### src/hw/fcsu_pkg.sv
// Shared constants and types of the flash command and status controller
package fcsu_pkg;
  // ==========================================================================
  // Widths
  localparam int ADDR_W = 20;
  localparam int DATA_W = 16;
  localparam int REG_AW = 4;
  // ==========================================================================
  // Device command bytes
  localparam logic [7:0] CMD_READ_ARRAY = 8'hff;
  localparam logic [7:0] CMD_READ_ID = 8'h90;
  localparam logic [7:0] CMD_READ_STATUS = 8'h70;
  localparam logic [7:0] CMD_CLEAR_STATUS = 8'h50;
  localparam logic [7:0] CMD_PROGRAM = 8'h40;
  localparam logic [7:0] CMD_ERASE_SETUP = 8'h20;
  localparam logic [7:0] CMD_CONFIRM = 8'hd0;
  localparam logic [7:0] CMD_SUSPEND = 8'hb0;
  // ==========================================================================
  // Device status byte fields
  localparam int SB_READY = 7;
  localparam int SB_SUSP = 6;
  localparam int SB_WIPE = 5;
  localparam int SB_WRITE = 4;
  localparam int SB_LOW = 3;
  localparam logic [7:0] SB_KEEP_MASK = 8'hf8;
  // ==========================================================================
  // Controller registers
  localparam logic [REG_AW-1:0] REG_CTRL = 4'h0;
  localparam logic [REG_AW-1:0] REG_ADDR = 4'h1;
  localparam logic [REG_AW-1:0] REG_WDATA = 4'h2;
  localparam logic [REG_AW-1:0] REG_STATUS = 4'h3;
  localparam logic [REG_AW-1:0] REG_RDATA = 4'h4;
  localparam int CTRL_OP_LSB = 0;
  localparam int CTRL_AUTOCLR = 4;
  localparam int ST_BUSY = 0;
  localparam int ST_SUSP = 1;
  localparam int ST_REFUSED = 2;
  localparam int ST_TIMEOUT = 3;
  localparam int ST_ERROR = 4;
  localparam int ST_LOWSUP = 5;
  localparam int ST_BYTE_LSB = 8;
  localparam logic [31:0] RDATA_RESET = 32'h0000_0000;
  // ==========================================================================
  // Timing
  localparam int CLK_PERIOD_NS = 10;
  localparam int STROBE_NS = 70;
  localparam int RECOVER_NS = 30;
  localparam int STROBE_CYC = (STROBE_NS + CLK_PERIOD_NS - 1) / CLK_PERIOD_NS;
  localparam int RECOVER_CYC = (RECOVER_NS + CLK_PERIOD_NS - 1) / CLK_PERIOD_NS;
  localparam int POLL_LIMIT = 100000;
  // ==========================================================================
  // Types
  typedef enum logic [2:0] {
    OP_RD_ARRAY, OP_RD_ID, OP_RD_STATUS, OP_CLR_STATUS,
    OP_PROGRAM, OP_ERASE, OP_SUSPEND, OP_RESUME
  } fcsu_op_t;
  typedef enum logic [2:0] {S_IDLE, S_CMD1, S_CMD2, S_READ, S_POLL, S_CLEAR} fcsu_state_t;
endpackage

### src/hw/fcsu_cyc_if.sv
// Request and answer of one flash bus cycle between sequencer and pin engine
`timescale 1ns/100ps
interface fcsu_cyc_if;
  logic req;
  logic we;
  logic [fcsu_pkg::ADDR_W-1:0] addr;
  logic [fcsu_pkg::DATA_W-1:0] wdata;
  logic done;
  logic [fcsu_pkg::DATA_W-1:0] rdata;
  modport master (output req, we, addr, wdata, input done, rdata);
  modport slave (input req, we, addr, wdata, output done, rdata);
endinterface

### src/hw/fcsu_ctrl.sv
// Host-side controller that sequences commands to a boot-block flash device
//
// Added by the designer: the strobed register port and the address map.
`timescale 1ns/100ps
// Overview of operation
// 70H write switches reads to status
// 90H then reads give maker/part code
// Program: 40H or 10H, then data
// Second program write carries target address, data
// Erase: 20H then D0H inside block
// Upper data byte of commands ignored
// Test ready bit before result bits
// Suspend halts erase, sets ready, suspended
// Suspended holds until D0H resume
// Erase fault on bad supply or pulses
// Program fault on bad supply or pulses
// Bad erase confirm sets bits 4, 5
// Supply sampled only once sequence entered
// Host masks reserved status bits 2..0
// Low supply blocks attempts until cleared
// Erase fault accumulates until 50H clear
// Clear status after any detected error
// Only boot block locks independently
// Low supply fails every program/erase
// FFH at any address reads array
// Engine only sets failure bits
// Completion switches reads to status
// Reset starts in array read, flags cleared
// Suspended: only read, status, resume accepted; code refuses only program and erase
module fcsu_ctrl #(
  parameter int POLL_LIMIT = fcsu_pkg::POLL_LIMIT
) (
  // Clock and reset
  input wire logic CLK_SYS_I,
  input wire logic RESETN_I,
  // Register port
  input wire logic [fcsu_pkg::REG_AW-1:0] ADDR_I,
  input wire logic [31:0] WDATA_I,
  input wire logic WR_I,
  input wire logic RD_I,
  output logic [31:0] RDATA_O,
  // Flash pins
  output logic [fcsu_pkg::ADDR_W-1:0] FL_ADDR_O,
  input wire logic [fcsu_pkg::DATA_W-1:0] FL_DQ_I,
  output logic [fcsu_pkg::DATA_W-1:0] FL_DQ_O,
  output logic FL_DQ_OE_O,
  output logic FL_CE_N_O,
  output logic FL_WE_N_O,
  output logic FL_OE_N_O,
  output logic FL_RP_N_O
);
  fcsu_cyc_if cyc ();
  fcsu_pkg::fcsu_state_t state_q;
  fcsu_pkg::fcsu_op_t op_q;
  logic wait_q;
  logic autoclr_q;
  logic [fcsu_pkg::ADDR_W-1:0] addr_q;
  logic [fcsu_pkg::DATA_W-1:0] wdata_q;
  logic [fcsu_pkg::DATA_W-1:0] rdata_q;
  logic [7:0] stat_byte_q;
  logic susp_q;
  logic refused_q;
  logic timeout_q;
  logic error_q;
  logic lowsup_q;
  logic req_q;
  logic we_q;
  logic [fcsu_pkg::ADDR_W-1:0] cyc_addr_q;
  logic [fcsu_pkg::DATA_W-1:0] cyc_wdata_q;
  logic expired;
  logic start;
  logic refuse;
  logic [7:0] poll_byte;
  logic poll_err;
  fcsu_pkg::fcsu_op_t new_op;

  // ==========================================================================
  // Helpers
  // Command byte in the low lane, upper lane held low to keep current down
  function automatic logic [fcsu_pkg::DATA_W-1:0] cmd_word(input logic [7:0] code);
    cmd_word = {8'h00, code};
  endfunction

  // First-cycle command byte of each operation
  function automatic logic [7:0] op_code(input fcsu_pkg::fcsu_op_t op);
    case (op)
      fcsu_pkg::OP_RD_ARRAY: op_code = fcsu_pkg::CMD_READ_ARRAY;
      fcsu_pkg::OP_RD_ID: op_code = fcsu_pkg::CMD_READ_ID;
      fcsu_pkg::OP_RD_STATUS: op_code = fcsu_pkg::CMD_READ_STATUS;
      fcsu_pkg::OP_CLR_STATUS: op_code = fcsu_pkg::CMD_CLEAR_STATUS;
      fcsu_pkg::OP_PROGRAM: op_code = fcsu_pkg::CMD_PROGRAM;
      fcsu_pkg::OP_ERASE: op_code = fcsu_pkg::CMD_ERASE_SETUP;
      fcsu_pkg::OP_SUSPEND: op_code = fcsu_pkg::CMD_SUSPEND;
      default: op_code = fcsu_pkg::CMD_CONFIRM;
    endcase
  endfunction

  // ==========================================================================
  // Leaf engines
  fcsu_bus_cycle u_bus (
    .clk_i(CLK_SYS_I),
    .rst_n_i(RESETN_I),
    .cyc(cyc.slave),
    .dq_i(FL_DQ_I),
    .addr_o(FL_ADDR_O),
    .dq_o(FL_DQ_O),
    .dq_oe_o(FL_DQ_OE_O),
    .ce_n_o(FL_CE_N_O),
    .we_n_o(FL_WE_N_O),
    .oe_n_o(FL_OE_N_O)
  );

  // Long waits are bounded so a dead device cannot hang the controller
  fcsu_timer #(.LIMIT(POLL_LIMIT)) u_timer (
    .clk_i(CLK_SYS_I),
    .rst_n_i(RESETN_I),
    .run_i(state_q == fcsu_pkg::S_POLL),
    .expired_o(expired)
  );

  assign cyc.req = req_q;
  assign cyc.we = we_q;
  assign cyc.addr = cyc_addr_q;
  assign cyc.wdata = cyc_wdata_q;

  // ==========================================================================
  // Decode of a start request
  assign start = WR_I && (ADDR_I == fcsu_pkg::REG_CTRL) && (state_q == fcsu_pkg::S_IDLE);
  assign new_op = fcsu_pkg::fcsu_op_t'(WDATA_I[fcsu_pkg::CTRL_OP_LSB +: 3]);
  // Program and erase are kept off the device while suspended or low supply seen
  assign refuse = ((new_op == fcsu_pkg::OP_PROGRAM) || (new_op == fcsu_pkg::OP_ERASE))
                  && (susp_q || lowsup_q);
  // Reserved bits are masked before the sequencer and stat_byte_q use the status byte; rdata_q keeps them
  assign poll_byte = cyc.rdata[7:0] & fcsu_pkg::SB_KEEP_MASK;
  assign poll_err = poll_byte[fcsu_pkg::SB_WIPE] || poll_byte[fcsu_pkg::SB_WRITE]
                    || poll_byte[fcsu_pkg::SB_LOW];

  // ==========================================================================
  // Reset pin: device held in reset while the controller is
  always_ff @(posedge CLK_SYS_I) begin
    FL_RP_N_O <= RESETN_I;
  end

  // ==========================================================================
  // Operation parameters latched from software
  always_ff @(posedge CLK_SYS_I) begin
    if (!RESETN_I) begin
      addr_q <= '0;
      wdata_q <= '0;
      autoclr_q <= 1'b0;
      op_q <= fcsu_pkg::OP_RD_ARRAY;
    end else if (WR_I && ADDR_I == fcsu_pkg::REG_ADDR) begin
      addr_q <= WDATA_I[fcsu_pkg::ADDR_W-1:0];
    end else if (WR_I && ADDR_I == fcsu_pkg::REG_WDATA) begin
      wdata_q <= WDATA_I[fcsu_pkg::DATA_W-1:0];
    end else if (start && !refuse) begin
      op_q <= new_op;
      autoclr_q <= WDATA_I[fcsu_pkg::CTRL_AUTOCLR];
    end
  end

  // ==========================================================================
  // Command sequencer: one bus cycle per state visit after S_IDLE, except S_POLL, which repeats cycles until ready or timeout
  always_ff @(posedge CLK_SYS_I) begin
    if (!RESETN_I) begin
      state_q <= fcsu_pkg::S_IDLE;
      wait_q <= 1'b0;
      req_q <= 1'b0;
      we_q <= 1'b0;
      cyc_addr_q <= '0;
      cyc_wdata_q <= '0;
    end else begin
      req_q <= 1'b0;
      case (state_q)
        fcsu_pkg::S_IDLE: begin
          if (start && !refuse) begin
            state_q <= fcsu_pkg::S_CMD1;
          end
        end
        fcsu_pkg::S_CMD1: begin
          if (!wait_q) begin
            req_q <= 1'b1;
            wait_q <= 1'b1;
            we_q <= 1'b1;
            cyc_addr_q <= addr_q;
            cyc_wdata_q <= cmd_word(op_code(op_q));
          end else if (cyc.done) begin
            wait_q <= 1'b0;
            case (op_q)
              fcsu_pkg::OP_CLR_STATUS: state_q <= fcsu_pkg::S_IDLE;
              fcsu_pkg::OP_PROGRAM, fcsu_pkg::OP_ERASE: state_q <= fcsu_pkg::S_CMD2;
              fcsu_pkg::OP_SUSPEND, fcsu_pkg::OP_RESUME: state_q <= fcsu_pkg::S_POLL;
              default: state_q <= fcsu_pkg::S_READ;
            endcase
          end
        end
        fcsu_pkg::S_CMD2: begin
          if (!wait_q) begin
            req_q <= 1'b1;
            wait_q <= 1'b1;
            cyc_addr_q <= addr_q;
            cyc_wdata_q <= (op_q == fcsu_pkg::OP_PROGRAM) ? wdata_q
                           : cmd_word(fcsu_pkg::CMD_CONFIRM);
          end else if (cyc.done) begin
            wait_q <= 1'b0;
            state_q <= fcsu_pkg::S_POLL;
          end
        end
        fcsu_pkg::S_READ, fcsu_pkg::S_POLL: begin
          // Timeout is only honoured between cycles so the pins end cleanly
          if (!wait_q && expired) begin
            state_q <= fcsu_pkg::S_IDLE;
          end else if (!wait_q) begin
            req_q <= 1'b1;
            wait_q <= 1'b1;
            we_q <= 1'b0;
            cyc_addr_q <= addr_q;
          end else if (cyc.done) begin
            wait_q <= 1'b0;
            if (state_q == fcsu_pkg::S_READ) begin
              state_q <= fcsu_pkg::S_IDLE;
            end else if (poll_byte[fcsu_pkg::SB_READY]) begin
              state_q <= (poll_err && autoclr_q) ? fcsu_pkg::S_CLEAR
                         : fcsu_pkg::S_IDLE;
            end
          end
        end
        default: begin
          if (!wait_q) begin
            req_q <= 1'b1;
            wait_q <= 1'b1;
            we_q <= 1'b1;
            cyc_wdata_q <= cmd_word(fcsu_pkg::CMD_CLEAR_STATUS);
          end else if (cyc.done) begin
            wait_q <= 1'b0;
            state_q <= fcsu_pkg::S_IDLE;
          end
        end
      endcase
    end
  end

  // ==========================================================================
  // Read data and last status byte captured from the device
  always_ff @(posedge CLK_SYS_I) begin
    if (!RESETN_I) begin
      rdata_q <= '0;
      stat_byte_q <= 8'h00;
    end else if (cyc.done && !we_q) begin
      rdata_q <= cyc.rdata;
      if (state_q == fcsu_pkg::S_POLL || op_q == fcsu_pkg::OP_RD_STATUS) begin
        stat_byte_q <= poll_byte;
      end
    end
  end

  // ==========================================================================
  // Sticky flags: software clears by writing one, a new event wins the cycle
  always_ff @(posedge CLK_SYS_I) begin
    if (!RESETN_I) begin
      refused_q <= 1'b0;
      timeout_q <= 1'b0;
      error_q <= 1'b0;
    end else begin
      refused_q <= (start && refuse)
                   || (refused_q && !(WR_I && ADDR_I == fcsu_pkg::REG_STATUS
                                      && WDATA_I[fcsu_pkg::ST_REFUSED]));
      timeout_q <= (state_q == fcsu_pkg::S_POLL && !wait_q && expired)
                   || (timeout_q && !(WR_I && ADDR_I == fcsu_pkg::REG_STATUS
                                      && WDATA_I[fcsu_pkg::ST_TIMEOUT]));
      // Result bits are trusted only with the ready bit set
      error_q <= (state_q == fcsu_pkg::S_POLL && cyc.done
                  && poll_byte[fcsu_pkg::SB_READY] && poll_err)
                 || (error_q && !(WR_I && ADDR_I == fcsu_pkg::REG_STATUS
                                  && WDATA_I[fcsu_pkg::ST_ERROR]));
    end
  end

  // ==========================================================================
  // Device-side state mirrored from polls; low supply drops only on a clear command
  always_ff @(posedge CLK_SYS_I) begin
    if (!RESETN_I) begin
      susp_q <= 1'b0;
      lowsup_q <= 1'b0;
    end else if (state_q == fcsu_pkg::S_POLL && cyc.done && poll_byte[fcsu_pkg::SB_READY]) begin
      susp_q <= poll_byte[fcsu_pkg::SB_SUSP];
      lowsup_q <= lowsup_q || poll_byte[fcsu_pkg::SB_LOW];
    end else if (cyc.done && we_q && cyc_wdata_q == cmd_word(fcsu_pkg::CMD_CLEAR_STATUS)) begin
      lowsup_q <= 1'b0;
    end
  end

  // ==========================================================================
  // Register read port, data in the cycle after the strobe
  always_ff @(posedge CLK_SYS_I) begin
    if (!RESETN_I) begin
      RDATA_O <= fcsu_pkg::RDATA_RESET;
    end else if (RD_I) begin
      if (ADDR_I == fcsu_pkg::REG_CTRL) begin
        RDATA_O <= {27'h0000000, autoclr_q, 1'b0, op_q};
      end else if (ADDR_I == fcsu_pkg::REG_ADDR) begin
        RDATA_O <= 32'(addr_q);
      end else if (ADDR_I == fcsu_pkg::REG_WDATA) begin
        RDATA_O <= 32'(wdata_q);
      end else if (ADDR_I == fcsu_pkg::REG_STATUS) begin
        RDATA_O <= {16'h0000, stat_byte_q, 2'b00, lowsup_q, error_q, timeout_q,
                    refused_q, susp_q, state_q != fcsu_pkg::S_IDLE};
      end else if (ADDR_I == fcsu_pkg::REG_RDATA) begin
        RDATA_O <= 32'(rdata_q);
      end else begin
        RDATA_O <= 32'h0000_0000;
      end
    end else begin
      RDATA_O <= 32'h0000_0000;
    end
  end

  // ==========================================================================
  // Checks
  status_cmd_a: assert property (@(posedge CLK_SYS_I) disable iff (!RESETN_I)
    req_q && state_q == fcsu_pkg::S_CMD1 && op_q == fcsu_pkg::OP_RD_STATUS
    |-> cyc_wdata_q == 16'h0070 && we_q)
    else $error("status read not preceded by 70H");
  id_read_a: assert property (@(posedge CLK_SYS_I) disable iff (!RESETN_I)
    cyc.done && state_q == fcsu_pkg::S_CMD1 && op_q == fcsu_pkg::OP_RD_ID
    |=> state_q == fcsu_pkg::S_READ ##1 req_q && !we_q && cyc_addr_q[0] == addr_q[0])
    else $error("identifier read missing after 90H");
  prog_setup_a: assert property (@(posedge CLK_SYS_I) disable iff (!RESETN_I)
    req_q && state_q == fcsu_pkg::S_CMD1 && op_q == fcsu_pkg::OP_PROGRAM
    |-> cyc_wdata_q == 16'h0040 && cyc_addr_q == addr_q)
    else $error("program setup code wrong");
  prog_data_a: assert property (@(posedge CLK_SYS_I) disable iff (!RESETN_I)
    req_q && state_q == fcsu_pkg::S_CMD2 && op_q == fcsu_pkg::OP_PROGRAM
    |-> we_q && cyc_wdata_q == wdata_q && cyc_addr_q == addr_q)
    else $error("program data cycle wrong");
  erase_pair_a: assert property (@(posedge CLK_SYS_I) disable iff (!RESETN_I)
    req_q && state_q == fcsu_pkg::S_CMD2 && op_q == fcsu_pkg::OP_ERASE
    |-> cyc_wdata_q == 16'h00d0 && $stable(cyc_addr_q))
    else $error("erase confirm wrong");
  upper_low_a: assert property (@(posedge CLK_SYS_I) disable iff (!RESETN_I)
    req_q && we_q && state_q != fcsu_pkg::S_CMD2 |-> cyc_wdata_q[15:8] == 8'h00)
    else $error("command upper byte not low");
  ready_first_a: assert property (@(posedge CLK_SYS_I) disable iff (!RESETN_I)
    state_q == fcsu_pkg::S_POLL && cyc.done && !poll_byte[fcsu_pkg::SB_READY]
    |=> state_q == fcsu_pkg::S_POLL && $stable(error_q) ##1 req_q || expired)
    else $error("result used while busy");
  mask_a: assert property (@(posedge CLK_SYS_I) disable iff (!RESETN_I)
    $changed(stat_byte_q) |-> stat_byte_q[2:0] == 3'b000)
    else $error("reserved status bits kept");
  lowsup_block_a: assert property (@(posedge CLK_SYS_I) disable iff (!RESETN_I)
    start && lowsup_q && new_op == fcsu_pkg::OP_ERASE
    |=> state_q == fcsu_pkg::S_IDLE && refused_q)
    else $error("erase attempted with low supply");
  auto_clear_a: assert property (@(posedge CLK_SYS_I) disable iff (!RESETN_I)
    state_q == fcsu_pkg::S_POLL && cyc.done && poll_byte[fcsu_pkg::SB_READY] && poll_err
    && autoclr_q |=> ##1 req_q && cyc_wdata_q == 16'h0050)
    else $error("status not cleared after error");
  array_cmd_a: assert property (@(posedge CLK_SYS_I) disable iff (!RESETN_I)
    req_q && state_q == fcsu_pkg::S_CMD1 && op_q == fcsu_pkg::OP_RD_ARRAY
    |-> cyc_wdata_q == 16'h00ff)
    else $error("array read code wrong");
  prog_done_c: cover property (@(posedge CLK_SYS_I) disable iff (!RESETN_I)
    state_q == fcsu_pkg::S_POLL && op_q == fcsu_pkg::OP_PROGRAM ##1 state_q == fcsu_pkg::S_IDLE);
  erase_err_c: cover property (@(posedge CLK_SYS_I) disable iff (!RESETN_I)
    state_q == fcsu_pkg::S_CLEAR && op_q == fcsu_pkg::OP_ERASE);
  suspend_c: cover property (@(posedge CLK_SYS_I) disable iff (!RESETN_I) $rose(susp_q));
  refuse_c: cover property (@(posedge CLK_SYS_I) disable iff (!RESETN_I) $rose(refused_q));
endmodule // fcsu_ctrl

### src/hw/fcsu_timer.sv
// Poll timeout counter
`timescale 1ns/100ps
module fcsu_timer #(
  parameter int LIMIT = fcsu_pkg::POLL_LIMIT
) (
  input wire logic clk_i,
  input wire logic rst_n_i,
  input wire logic run_i,
  output logic expired_o
);
  logic [31:0] cnt_q;
  // ==========================================================================
  // Counts while running, restarts whenever run drops
  always_ff @(posedge clk_i) begin
    if (!rst_n_i || !run_i) begin
      cnt_q <= 32'h0000_0000;
      expired_o <= 1'b0;
    end else if (cnt_q == 32'(LIMIT - 1)) begin
      expired_o <= 1'b1; // Holds until run drops
    end else begin
      cnt_q <= cnt_q + 32'h0000_0001;
    end
  end
endmodule // fcsu_timer

### src/hw/fcsu_bus_cycle.sv
// Pin engine: one asynchronous write or read cycle on the flash bus
`timescale 1ns/100ps
module fcsu_bus_cycle (
  input wire logic clk_i,
  input wire logic rst_n_i,
  fcsu_cyc_if.slave cyc,
  input wire logic [fcsu_pkg::DATA_W-1:0] dq_i,
  output logic [fcsu_pkg::ADDR_W-1:0] addr_o,
  output logic [fcsu_pkg::DATA_W-1:0] dq_o,
  output logic dq_oe_o,
  output logic ce_n_o,
  output logic we_n_o,
  output logic oe_n_o
);
  typedef enum logic [1:0] {P_IDLE, P_STROBE, P_RECOVER} fcsu_phase_t;
  fcsu_phase_t phase_q;
  logic [7:0] cnt_q;
  logic wr_q;
  // ==========================================================================
  // Strobe low for the strobe time, then hold address and data while recovering
  always_ff @(posedge clk_i) begin
    if (!rst_n_i) begin
      phase_q <= P_IDLE;
      cnt_q <= 8'h00;
      wr_q <= 1'b0;
      addr_o <= '0;
      dq_o <= '0;
      dq_oe_o <= 1'b0;
      ce_n_o <= 1'b1;
      we_n_o <= 1'b1;
      oe_n_o <= 1'b1;
      cyc.done <= 1'b0;
      cyc.rdata <= '0;
    end else begin
      cyc.done <= 1'b0;
      case (phase_q)
        P_IDLE: begin
          if (cyc.req) begin
            phase_q <= P_STROBE;
            cnt_q <= 8'(fcsu_pkg::STROBE_CYC - 1);
            wr_q <= cyc.we;
            addr_o <= cyc.addr;
            dq_o <= cyc.wdata;
            dq_oe_o <= cyc.we;
            ce_n_o <= 1'b0;
            we_n_o <= !cyc.we;
            oe_n_o <= cyc.we;
          end
        end
        P_STROBE: begin
          if (cnt_q == 8'h00) begin
            phase_q <= P_RECOVER;
            cnt_q <= 8'(fcsu_pkg::RECOVER_CYC - 1);
            we_n_o <= 1'b1; // Device latches the write on this rising edge
            oe_n_o <= 1'b1;
            if (!wr_q) begin
              cyc.rdata <= dq_i;
            end
          end else begin
            cnt_q <= cnt_q - 8'h01;
          end
        end
        default: begin
          if (cnt_q == 8'h00) begin
            phase_q <= P_IDLE;
            ce_n_o <= 1'b1;
            dq_oe_o <= 1'b0;
            cyc.done <= 1'b1;
          end else begin
            cnt_q <= cnt_q - 8'h01;
          end
        end
      endcase
    end
  end
endmodule // fcsu_bus_cycle

### config.mk
export PLATFORM = sky130hd
export DESIGN_NAME = fcsu_ctrl
export DESIGN_NICKNAME = d
export VERILOG_FILES = /design/src/hw/fcsu_pkg.sv /design/src/hw/fcsu_cyc_if.sv /design/src/hw/fcsu_ctrl.sv /design/src/hw/fcsu_timer.sv /design/src/hw/fcsu_bus_cycle.sv
export SDC_FILE = /design/constraint.sdc
export NUM_CORES = 1
export LEC_CHECK = 0
export BUFFER_PORTS_ARGS = -buffer_cell sky130_fd_sc_hd__buf_2
export CAP_MARGIN = 20
export CORE_UTILIZATION = 30
export DETAILED_ROUTE_END_ITERATION = 10
export PLACE_DENSITY = 0.52
export SLEW_MARGIN = 20
export SYNTH_ARGS = -nofsm -noshare
export SYNTH_HDL_FRONTEND = slang
export SYNTH_HIERARCHICAL = 1
export SYNTH_SLANG_ARGS = --single-unit
### constraint.sdc
create_clock -name CLK_SYS_I -period 3.25 [get_ports CLK_SYS_I]
set_input_delay 0.4875 -clock CLK_SYS_I [delete_from_list [all_inputs] [get_ports CLK_SYS_I]]
set_output_delay 0.4875 -clock CLK_SYS_I [all_outputs]
set_load 0.01 [all_outputs]
Yosys cells after proc, flatten, opt, wreduce, memory -nomap -nowiden
Cells that the tools add are included.
{"block": "totals", "out_inout_bits": 73, "elab_cells": 216, "regBits": 242}
{"block": "classes", "n_bitwise": 10, "reduce_logical": 78, "n_addsub": 2, "n_eq_ne": 32, "n_mux": 60}
{"op": "two-way mux 16 bit", "n": 7}
{"op": "two-way mux 20 bit", "n": 3}
{"op": "case mux 8 bit (7 select lines)", "n": 1}
{"op": "case mux 16 bit (3 select lines)", "n": 1}
{"op": "case mux 20 bit (2 select lines)", "n": 1}
{"op": "two-way mux 3 bit", "n": 13}
{"op": "adder 32 x 1 -> 32 bit, second input constant", "n": 1}
{"op": "equality test 32 x 17 -> 1 bit, second input constant", "n": 1}
{"op": "logical AND 1 bit", "n": 24}
{"op": "two-way mux 8 bit", "n": 3}
{"op": "equality test 3 bit, second input constant", "n": 7}
{"op": "AND reduction 3 bit", "n": 6}
{"op": "equality test 16 x 7 -> 1 bit, second input constant", "n": 1}
{"op": "two-way mux 1 bit", "n": 16}
{"op": "case mux 8 bit (2 select lines)", "n": 1}
{"op": "AND reduction 2 bit", "n": 8}
{"op": "case mux 1 bit (2 select lines)", "n": 7}
{"op": "equality test 3 x 2 -> 1 bit, second input constant", "n": 4}
{"op": "case mux 3 bit (4 select lines)", "n": 1}
{"op": "logical OR 1 bit", "n": 10}
{"op": "NOT 1 bit", "n": 10}
{"op": "AND reduction 10 bit", "n": 1}
{"op": "OR reduction 2 bit", "n": 5}
{"op": "case mux 3 bit (3 select lines)", "n": 1}
{"op": "other kinds (23)", "n": 49}

Logic depth before layout (Yosys ltp)
Gate-level depths: netlist (run 1).
{"block": "logic_depth", "ltp_word": 10, "ltp_mapped": 8}

Modules after synthesis
The synthesis (run 1) kept the hierarchy.
{"module": "fcsu_ctrl", "n_inst": 1, "area_each_um2": 5380.2, "cells_per_inst": 651, "seq_area_each_um2": 2582.5}
{"module": "fcsu_bus_cycle", "n_inst": 1, "area_each_um2": 2720.1, "cells_per_inst": 300, "seq_area_each_um2": 1361.3}
{"module": "fcsu_timer", "n_inst": 1, "area_each_um2": 1647.8, "cells_per_inst": 196, "seq_area_each_um2": 660.6}

Least setup slack after synthesis (run 1)
OpenSTA, ideal clock, no wires.
{"block": "synth_path", "path_type": "register to register", "start": "reg u_bus.cnt_q[0]", "end": "reg u_bus.cyc.rdata[10]", "arrival_time_ps": 1996, "period_less_slack_ps": 2112, "setup_time_ps": 116, "stages_incl_launch_ff": 8, "required_time_ps": 3134, "n_path_buf": 1, "setup_slack_ps": 1138, "path_cell_list": "dfxtp_1 -> inv_1 -> ha_1 -> or3b_2 -> nor4_4 -> buf_8 -> mux2i_1 -> nor2b_1"}
{"block": "synth_via", "elab_chain_cells": 2}
{"element": "start: declaration", "line": "fcsu_bus_cycle.sv:17", "rtl": "logic [7:0] cnt_q;"}
{"element": "start signal: assignment", "line": "fcsu_bus_cycle.sv:40", "rtl": "cnt_q <= 8'(fcsu_pkg::STROBE_CYC - 1);"}
{"element": "start signal: assignment", "line": "fcsu_bus_cycle.sv:53", "rtl": "cnt_q <= 8'(fcsu_pkg::RECOVER_CYC - 1);"}
{"element": "start signal: assignment", "line": "fcsu_bus_cycle.sv:60", "rtl": "cnt_q <= cnt_q - 8'h01;"}
{"element": "zero test 8 bit", "line": "fcsu_bus_cycle.sv:51", "rtl": "if (cnt_q == 8'h00) begin"}
{"element": "AND reduction 3 bit (no line)"}
{"element": "end signal: assignment", "line": "fcsu_bus_cycle.sv:57", "rtl": "cyc.rdata <= dq_i;"}
{"element": "end: declaration", "line": "fcsu_cyc_if.sv:11", "rtl": "modport slave (input req, we, addr, wdata, output done, rdata);"}
No other way between the ends.
A chain may end at the register's enable or synchronous reset.

Worst setup path after layout (run 1)
{"block": "layout_path", "start": "reg u_timer.cnt_q[2]", "end": "reg u_timer.cnt_q[21]"}
{"block": "layout_via", "elab_chain_cells": 1, "elab_cells_between_ends": 2, "classes_between": "add/sub: 1; eq/ne: 1"}
{"element": "start: declaration", "line": "fcsu_timer.sv:11", "rtl": "logic [31:0] cnt_q;"}
{"element": "start signal: assignment", "line": "fcsu_timer.sv:21", "rtl": "cnt_q <= cnt_q + 32'h0000_0001;"}
{"element": "adder 32 x 1 -> 32 bit / equality test 32 x 17 -> 1 bit (equally long branches)", "line": "fcsu_timer.sv:21, fcsu_timer.sv:18"}
Several ways; a longest one is shown, not always the timed one.

==> flow_metrics.env, run 1 <==
export IMPL_setup_viol=0
export IMPL_setup_tns_ns=0
export IMPL_irDropWorstVdd_v=0.000366
export IMPL_drt_total_wl_um=26700
export IMPL_timing_fmax_ghz=0.439
export IMPL_core_um2=31800
export IMPL_synthCells=1147
export IMPL_hold_viol=0
export IMPL_avgViaCountPerCell=4.95
export IMPL_vias=8273
export IMPL_power_frac_comb_pct=16.2
export IMPL_ant_nets=0
export IMPL_die_area_um2=33200
export IMPL_cts_tree="yes"
export IMPL_ys_types=72
export IMPL_synth_common_cells="dfxtp_1, nand2_1, a21oi_1"
export IMPL_grt_pass1_vias=7644
export IMPL_crit_path_end_kind="register"
export IMPL_area_delta_synth_final_pct=16.9
export IMPL_clk_latency_ns=0.52
export IMPL_synth_top_cell_by_area="dfxtp_1"
export IMPL_drt_drc_violations_left=0
export IMPL_port_buffers=104
export IMPL_worstRegToRegCells=4
export IMPL_antenna_found_initial=0
export IMPL_num_io_pins=129
export IMPL_clkPwrFrac_pct=39.9
export IMPL_avgSynthCellArea_um2=8.50
export IMPL_powerDensity_nw_per_um2=620
export IMPL_max_cap_violations=0
export IMPL_place_hpwl_um=18700
export IMPL_cts_resized=0
export IMPL_grt_pass1_wl_um=42900
export IMPL_layout_cells_non_filler=1670
export IMPL_power_switching_mw=1.99
export IMPL_hold_depth=3
export IMPL_path_max_fanout=17
export IMPL_max_slew_margin_rel_pct=45.1
export IMPL_yosysWarnings=6
export IMPL_synth_seq_area_share_pct=47.2
export IMPL_worst_hold_path_type="in2reg"
export IMPL_ctsHoldBuffers=0
export IMPL_cp_arrival_ns=2.73
export IMPL_sw_frac_of_total_pct=28.2
export IMPL_internal_power_mw=5.07
export IMPL_rows=65
export IMPL_min_period_ns=2.28
export IMPL_clkTransAtPathRegs_ns=0.06
export IMPL_chipHeight_um=182
export IMPL_gp_congestion=0.826
export IMPL_async_flop_share_pct=0
export IMPL_synth_ff_latch_count=230
export IMPL_finalNetCount=1278
export IMPL_drive_gt1_share_pct=14.5
export IMPL_wl_per_cell_um=16.0
export IMPL_leakagePower_nw=4.02
export IMPL_grt_max_degree=91
export IMPL_netlist_area_um2=9750
export IMPL_start_util_pct=30.7
export IMPL_initialDrtViolationCount=668
export IMPL_antenna_cells=0
export IMPL_final_util_pct=35.8
export IMPL_synth_top_area_share_pct=47.2
export IMPL_cp_required_ns=3.70
export IMPL_p_seq_share_pct=43.9
export IMPL_min_period_over_period_pct=70.0
export IMPL_die_w_um=182
export IMPL_yosysMostFrequentCell="dfxtp_1"
export IMPL_h_tree_depth=1
export IMPL_status="finished clean"
export IMPL_worstSetupPathType="reg2reg"
export IMPL_ys_flop_type="dfxtp_1"
export IMPL_synth_edf_count=0
export IMPL_post_cts_setup_buffers=0
export IMPL_dp_slack_ns=0.971
export IMPL_dr_pass1_iters=5
export IMPL_grt_overflow=0
export IMPL_root_buffer="clkbuf_16"
export IMPL_synthTopCellsByArea="dfxtp_1, nand2_1, mux2i_1"
export IMPL_slew_violations=0
export IMPL_place_inst=1626
export IMPL_setup_ws_ns=0.973
export IMPL_clockBufferDepth=3
export IMPL_rsz0062_at_grt="false"
export IMPL_numCtsBuffers=26
export IMPL_start_kind="register"
export IMPL_clock_sinks=230
export IMPL_skew_ns=0.0127
export IMPL_track_usage_pct=16.0
export IMPL_tightest_slew_ns=0.823
==> cells by family (layout without fill, tap and decap cells) <==
group           count (synthesis)  count (layout)  share of synthesized area (%)
flops                         230             230                           47.2
xor+xnor                       10              10                          0.898
mux                            50              50                           5.16
other cells                     1              12                         0.0385
simple gates                  493             493                           24.7
buf+inv                        98             175                           4.67
fa+ha+maj                       3               3                          0.385
compound gates                262             262                           17.0
==> metrics by stage <==
stage / power (mW) / area [um^2] / hold WS (ns)
after global routing: 7.42 / 11400 / 0.211
after floorplan: 3.99 / 9790 / 0.431
after CTS: 7.14 / 11400 / 0.193
after detailed placement: 4.30 / 10600 / 0.447
after global placement: 4.28 / 10600 / 0.434
final: 7.07 / 11400 / 0.207
==> critical path, stage by stage (launching register included) <==
cell and delay, ns:
dfxtp_1 0.42, nand4_1 0.24, or4_1 0.84, or4_1 0.56
a21oi_1 0.14
==> sequential cells by signal (all words and copies together), names as in the netlist, 2 cells and up <==
| register | flops |
|---|---|
| u_bus/cyc.rdata | 16 |
| u_bus/dq_o | 16 |
| op_q | 3 |
| wdata_q | 16 |
| u_bus/phase_q | 2 |
| cyc.wdata | 16 |
| u_timer/cnt_q | 32 |
| cyc.addr | 20 |
| u_bus/cnt_q | 8 |
| stat_byte_q | 5 |
| state_q | 3 |
| addr_q | 20 |
| rdata_q | 16 |
| RDATA_O | 20 |
| u_bus/addr_o | 20 |
==> cell usage in the layout (no fill, tap or decap), types with 28 or more instances in the layout <==
| master | instances |
|---|---|
| mux2i_1 | 48 |
| nand2_1 | 226 |
| a21oi_1 | 93 |
| nor2b_1 | 28 |
| dfxtp_1 | 230 |
| buf_2 | 104 |
| a21boi_0 | 39 |
| nor2_1 | 82 |
| o21ai_0 | 45 |
| a22oi_1 | 28 |
==> worst paths after layout <==
path,startpoint,end,slack (ns)
hold / removal,WDATA_I[18],addr_q[18],0.21
setup / recovery,u_timer/cnt_q[2],u_timer/cnt_q[21],0.97
hold reg to reg,u_bus/ce_n_o,u_bus/ce_n_o,0.45
setup reg to reg,u_timer/cnt_q[2],u_timer/cnt_q[21],0.97
==> power by group through the flow <==
stage	clock [mW]	sequential, mW	combinational (mW)
2_1_floorplan	0	3.09	0.895
3_3_place_gp	0	3.16	1.12
3_5_place_dp	0	3.16	1.13
4_1_cts	2.90	3.10	1.14
5_1_grt	3.01	3.13	1.28
6_report	2.82	3.10	1.15
==> metal layers <==
metal	routed length, um	GRT usage, %	vias up
li1	-	-	4121
met1	13300	23.7	3884
met2	11400	23.9	223
met3	1300	2.20	45
met4	650	4.40	0
met5	0	0	-
==> final cells by class <==
| type | count | area (um^2) |
|---|---|---|
| Fill cell | 3307 | 20400 |
| Sequential cell | 230 | 4600 |
| Inverter | 11 | 41.3 |
| Clock buffer | 40 | 764 |
| Multi-Input combinational cell | 830 | 4730 |
| Timing Repair Buffer | 120 | 653 |
| Clock inverter | 4 | 50.0 |
| Tap cell | 435 | 544 |
Power figures use the tool's default switching activity.
==> run 2: changes to the inputs <==
Settings changed: ABC_AREA set to 1.
Clock period 3.25 ns to 2.2 ns, I/O delays scaled along.
==> run 2 against run 1 <==
Net effect: critical path depth grew 4; clock power up 73%; synthesized cell count up 22%; power is 82% higher; register-to-register slack worse by 0.55 ns; critical path type unchanged; largest cell class is now registers.
==> flow_metrics.env, run 2 <==
export IMPL_vias=9019
export IMPL_max_cap_violations=0
export IMPL_initialDrtViolationCount=635
export IMPL_cpLargestDelayFamily="simple AND/OR/NAND/NOR gates"
export IMPL_netlist_area_um2=10000
export IMPL_synth_edf_count=0
export IMPL_busiest_layer="met2"
export IMPL_start_util_pct=30.6
export IMPL_post_cts_setup_buffers=0
export IMPL_synth_top_cell_by_area="dfxtp_1"
export IMPL_hold_viol=0
export IMPL_ys_flop_type="dfxtp_1"
export IMPL_num_io_pins=129
export IMPL_path_max_fanout=16
export IMPL_cp_depth=8
export IMPL_area_delta_synth_final_pct=19.1
export IMPL_rows=66
export IMPL_cp_required_ns=2.68
export IMPL_timing_fmax_ghz=0.564
export IMPL_start_kind="register"
export IMPL_die_area_um2=34100
export IMPL_yosysMostFrequentCell="nor2_1"
export IMPL_cts_resized=0
export IMPL_clockBufferDepth=3
export IMPL_powerDensity_nw_per_um2=1080
export IMPL_synthTopCellsByArea="dfxtp_1, nor2_1, nand2_1"
export IMPL_antenna_found_initial=1
export IMPL_drt_total_wl_um=27900
export IMPL_synth_seq_area_share_pct=46.0
export IMPL_port_buffers=104
export IMPL_grt_overflow=0
export IMPL_gp_congestion=0.859
export IMPL_mostFrequentLayoutCells="nor2_1, nand2_1, dfxtp_1"
export IMPL_cpMaxStageDelayCell="nor2_4"
export IMPL_largest_register_ffs=32
export IMPL_yosysWarnings=6
export IMPL_numCtsBuffers=27
export IMPL_path_buf_inv=1
export IMPL_worstRegToRegCells=8
export IMPL_dpl_instance_area_um2=10900
export IMPL_chipHeight_um=185
export IMPL_avgSynthCellArea_um2=7.18
export IMPL_avgViaCountPerCell=4.61
export IMPL_ys_types=43
export IMPL_irDropWorstVdd_v=0.000629
export IMPL_place_hpwl_um=20400
export IMPL_cpPeakStageDelay_ns=0.38
export IMPL_min_period_over_period_pct=80.6
export IMPL_worst_hold_path_type="in2reg"
export IMPL_async_flop_share_pct=0
export IMPL_crit_chain="inv_1 -> ha_1 -> nand3_2 -> nor2_8 -> nand2_2 -> nor2_4 -> o21ai_0 -> nor2_1"
export IMPL_worstSetupPathType="reg2reg"
export IMPL_grt_use_met2_pct=24.6
export IMPL_finalNetCount=1553
export IMPL_met3_usage_pct=2.19
export IMPL_core_um2=32700
export IMPL_setup_viol=0
export IMPL_root_buffer="clkbuf_16"
export IMPL_die_w_um=185
export IMPL_drive_gt1_share_pct=16.0
export IMPL_top_register="u_timer/cnt_q"
export IMPL_grt_pass1_vias=7907
export IMPL_slew_violations=0
export IMPL_synth_top_area_share_pct=46.0
export IMPL_grt_max_degree=92
export IMPL_clock_sinks=230
export IMPL_ff2ff_setup_slack_ns=0.43
export IMPL_rsz0062_at_grt="false"
export IMPL_synth_common_cells="nor2_1, nand2_1, dfxtp_1"
export IMPL_track_usage_pct=16.3
export IMPL_tightest_slew_ns=0.636
export IMPL_cp_arrival_ns=2.25
export IMPL_ant_nets=0
export IMPL_wl_per_cell_um=14.3
export IMPL_ctsHoldBuffers=3
export IMPL_clkTransAtPathRegs_ns=0.07
export IMPL_hold_ws_ns=0.0277
export IMPL_use_met1_pct=24.0
export IMPL_synth_ff_latch_count=230
export IMPL_final_common_cell="nor2_1"
export IMPL_grt_pass1_wl_um=44000
export IMPL_setup_tns_ns=0
export IMPL_h_tree_depth=1
export IMPL_final_cell_area_um2=11900
export IMPL_synthCells=1395
export IMPL_status="finished clean"
export IMPL_dr_pass1_iters=5
export IMPL_min_period_ns=1.77
export IMPL_clk_latency_ns=0.55
export IMPL_hold_depth=3
export IMPL_drt_drc_violations_left=0
export IMPL_max_slew_margin_rel_pct=57.5
export IMPL_cts_tree="yes"
export IMPL_crit_path_end_kind="register"
export IMPL_leakagePower_nw=4.80
export IMPL_skew_ns=0.0204
-- run 2: changes by cell type after synthesis, moves of 19 or more --
| cell | before | now |
|---|---|---|
| a21boi_0 | 39 | 0 |
| a21oi_1 | 94 | 138 |
| a22oi_1 | 28 | 0 |
| clkbuf_1 | 56 | 26 |
| inv_1 | 11 | 123 |
| mux2i_1 | 48 | 0 |
| nand2b_1 | 20 | 0 |
| nand3_1 | 18 | 72 |
| nor2_1 | 82 | 257 |
| nor2b_1 | 28 | 0 |
| o21ai_0 | 45 | 104 |
| o21ai_1 | 0 | 55 |
| or4_1 | 19 | 0 |
-- run 2: per-stage QoR --
step | power, mW | util (%) | std cells | setup slack (ns)
after floorplan | 7.31 | - | 1406 | 0.816
after global placement | 8.04 | 33.4 | 1904 | 0.491
after detailed placement | 8.07 | 33.4 | 1904 | 0.444
after CTS | 13.0 | 36.5 | 1957 | 0.395
after global routing | 13.6 | 36.5 | 1957 | 0.253
final | 12.9 | 36.5 | 1958 | 0.427
-- run 2: worst reg2reg max path: stages (launching register included) --
cell and delay (ns):
dfxtp_1 0.31, inv_1 0.12, ha_1 0.21, nand3_2 0.14, nor2_8 0.18, nand2_2 0.10
nor2_4 0.38, o21ai_0 0.16, nor2_1 0.10
-- run 2: layout make-up --
cell class              count  area, um^2
clock inverters            19         273
diodes                      1        2.50
fillers                  3574       20800
clock buffers              31         701
well taps                 442         553
flip-flops and latches    230        4600
multi-input cells         972        4570
repair buffers            123         698
inverters                 140         526
-- run 2: final timing paths --
path                   from                 end
min              FL_DQ_I[8]  u_bus/cyc.rdata[8]
max          u_bus/cnt_q[0]  u_bus/cyc.rdata[0]
max reg2reg  u_bus/cnt_q[0]  u_bus/cyc.rdata[0]
min reg2reg      rdata_q[3]          rdata_q[3]
-- run 2: routing by layer --
metal / up-vias / share of wire (%)
li1: 4708 / -
met1: 4080 / 50
met2: 195 / 43
met3: 36 / 4.8
met4: 0 / 2.0
met5: - / 0
-- run 2: cells by family (layout without fill, tap and decap cells) --
family                     after synthesis  after routing  share of synthesized area, %
xor gates and xnor gates                 5              5                         0.438
buffers and inverters                  204            313                          8.80
AOI/OAI and AO/OA                      326            326                          17.3
adders and majority gates                3              3                         0.375
other                                    1             13                        0.0375
and+or+nand+nor                        626            626                          27.0
DFF                                    230            230                          46.0
-- run 2: where the power goes --
part / switching, mW / internal, mW / total [mW]
clock: 1.86 / 3.01 / 4.88
sequential: 0.354 / 4.72 / 5.07
combinational: 1.92 / 0.995 / 2.91
total: 4.14 / 8.72 / 12.9
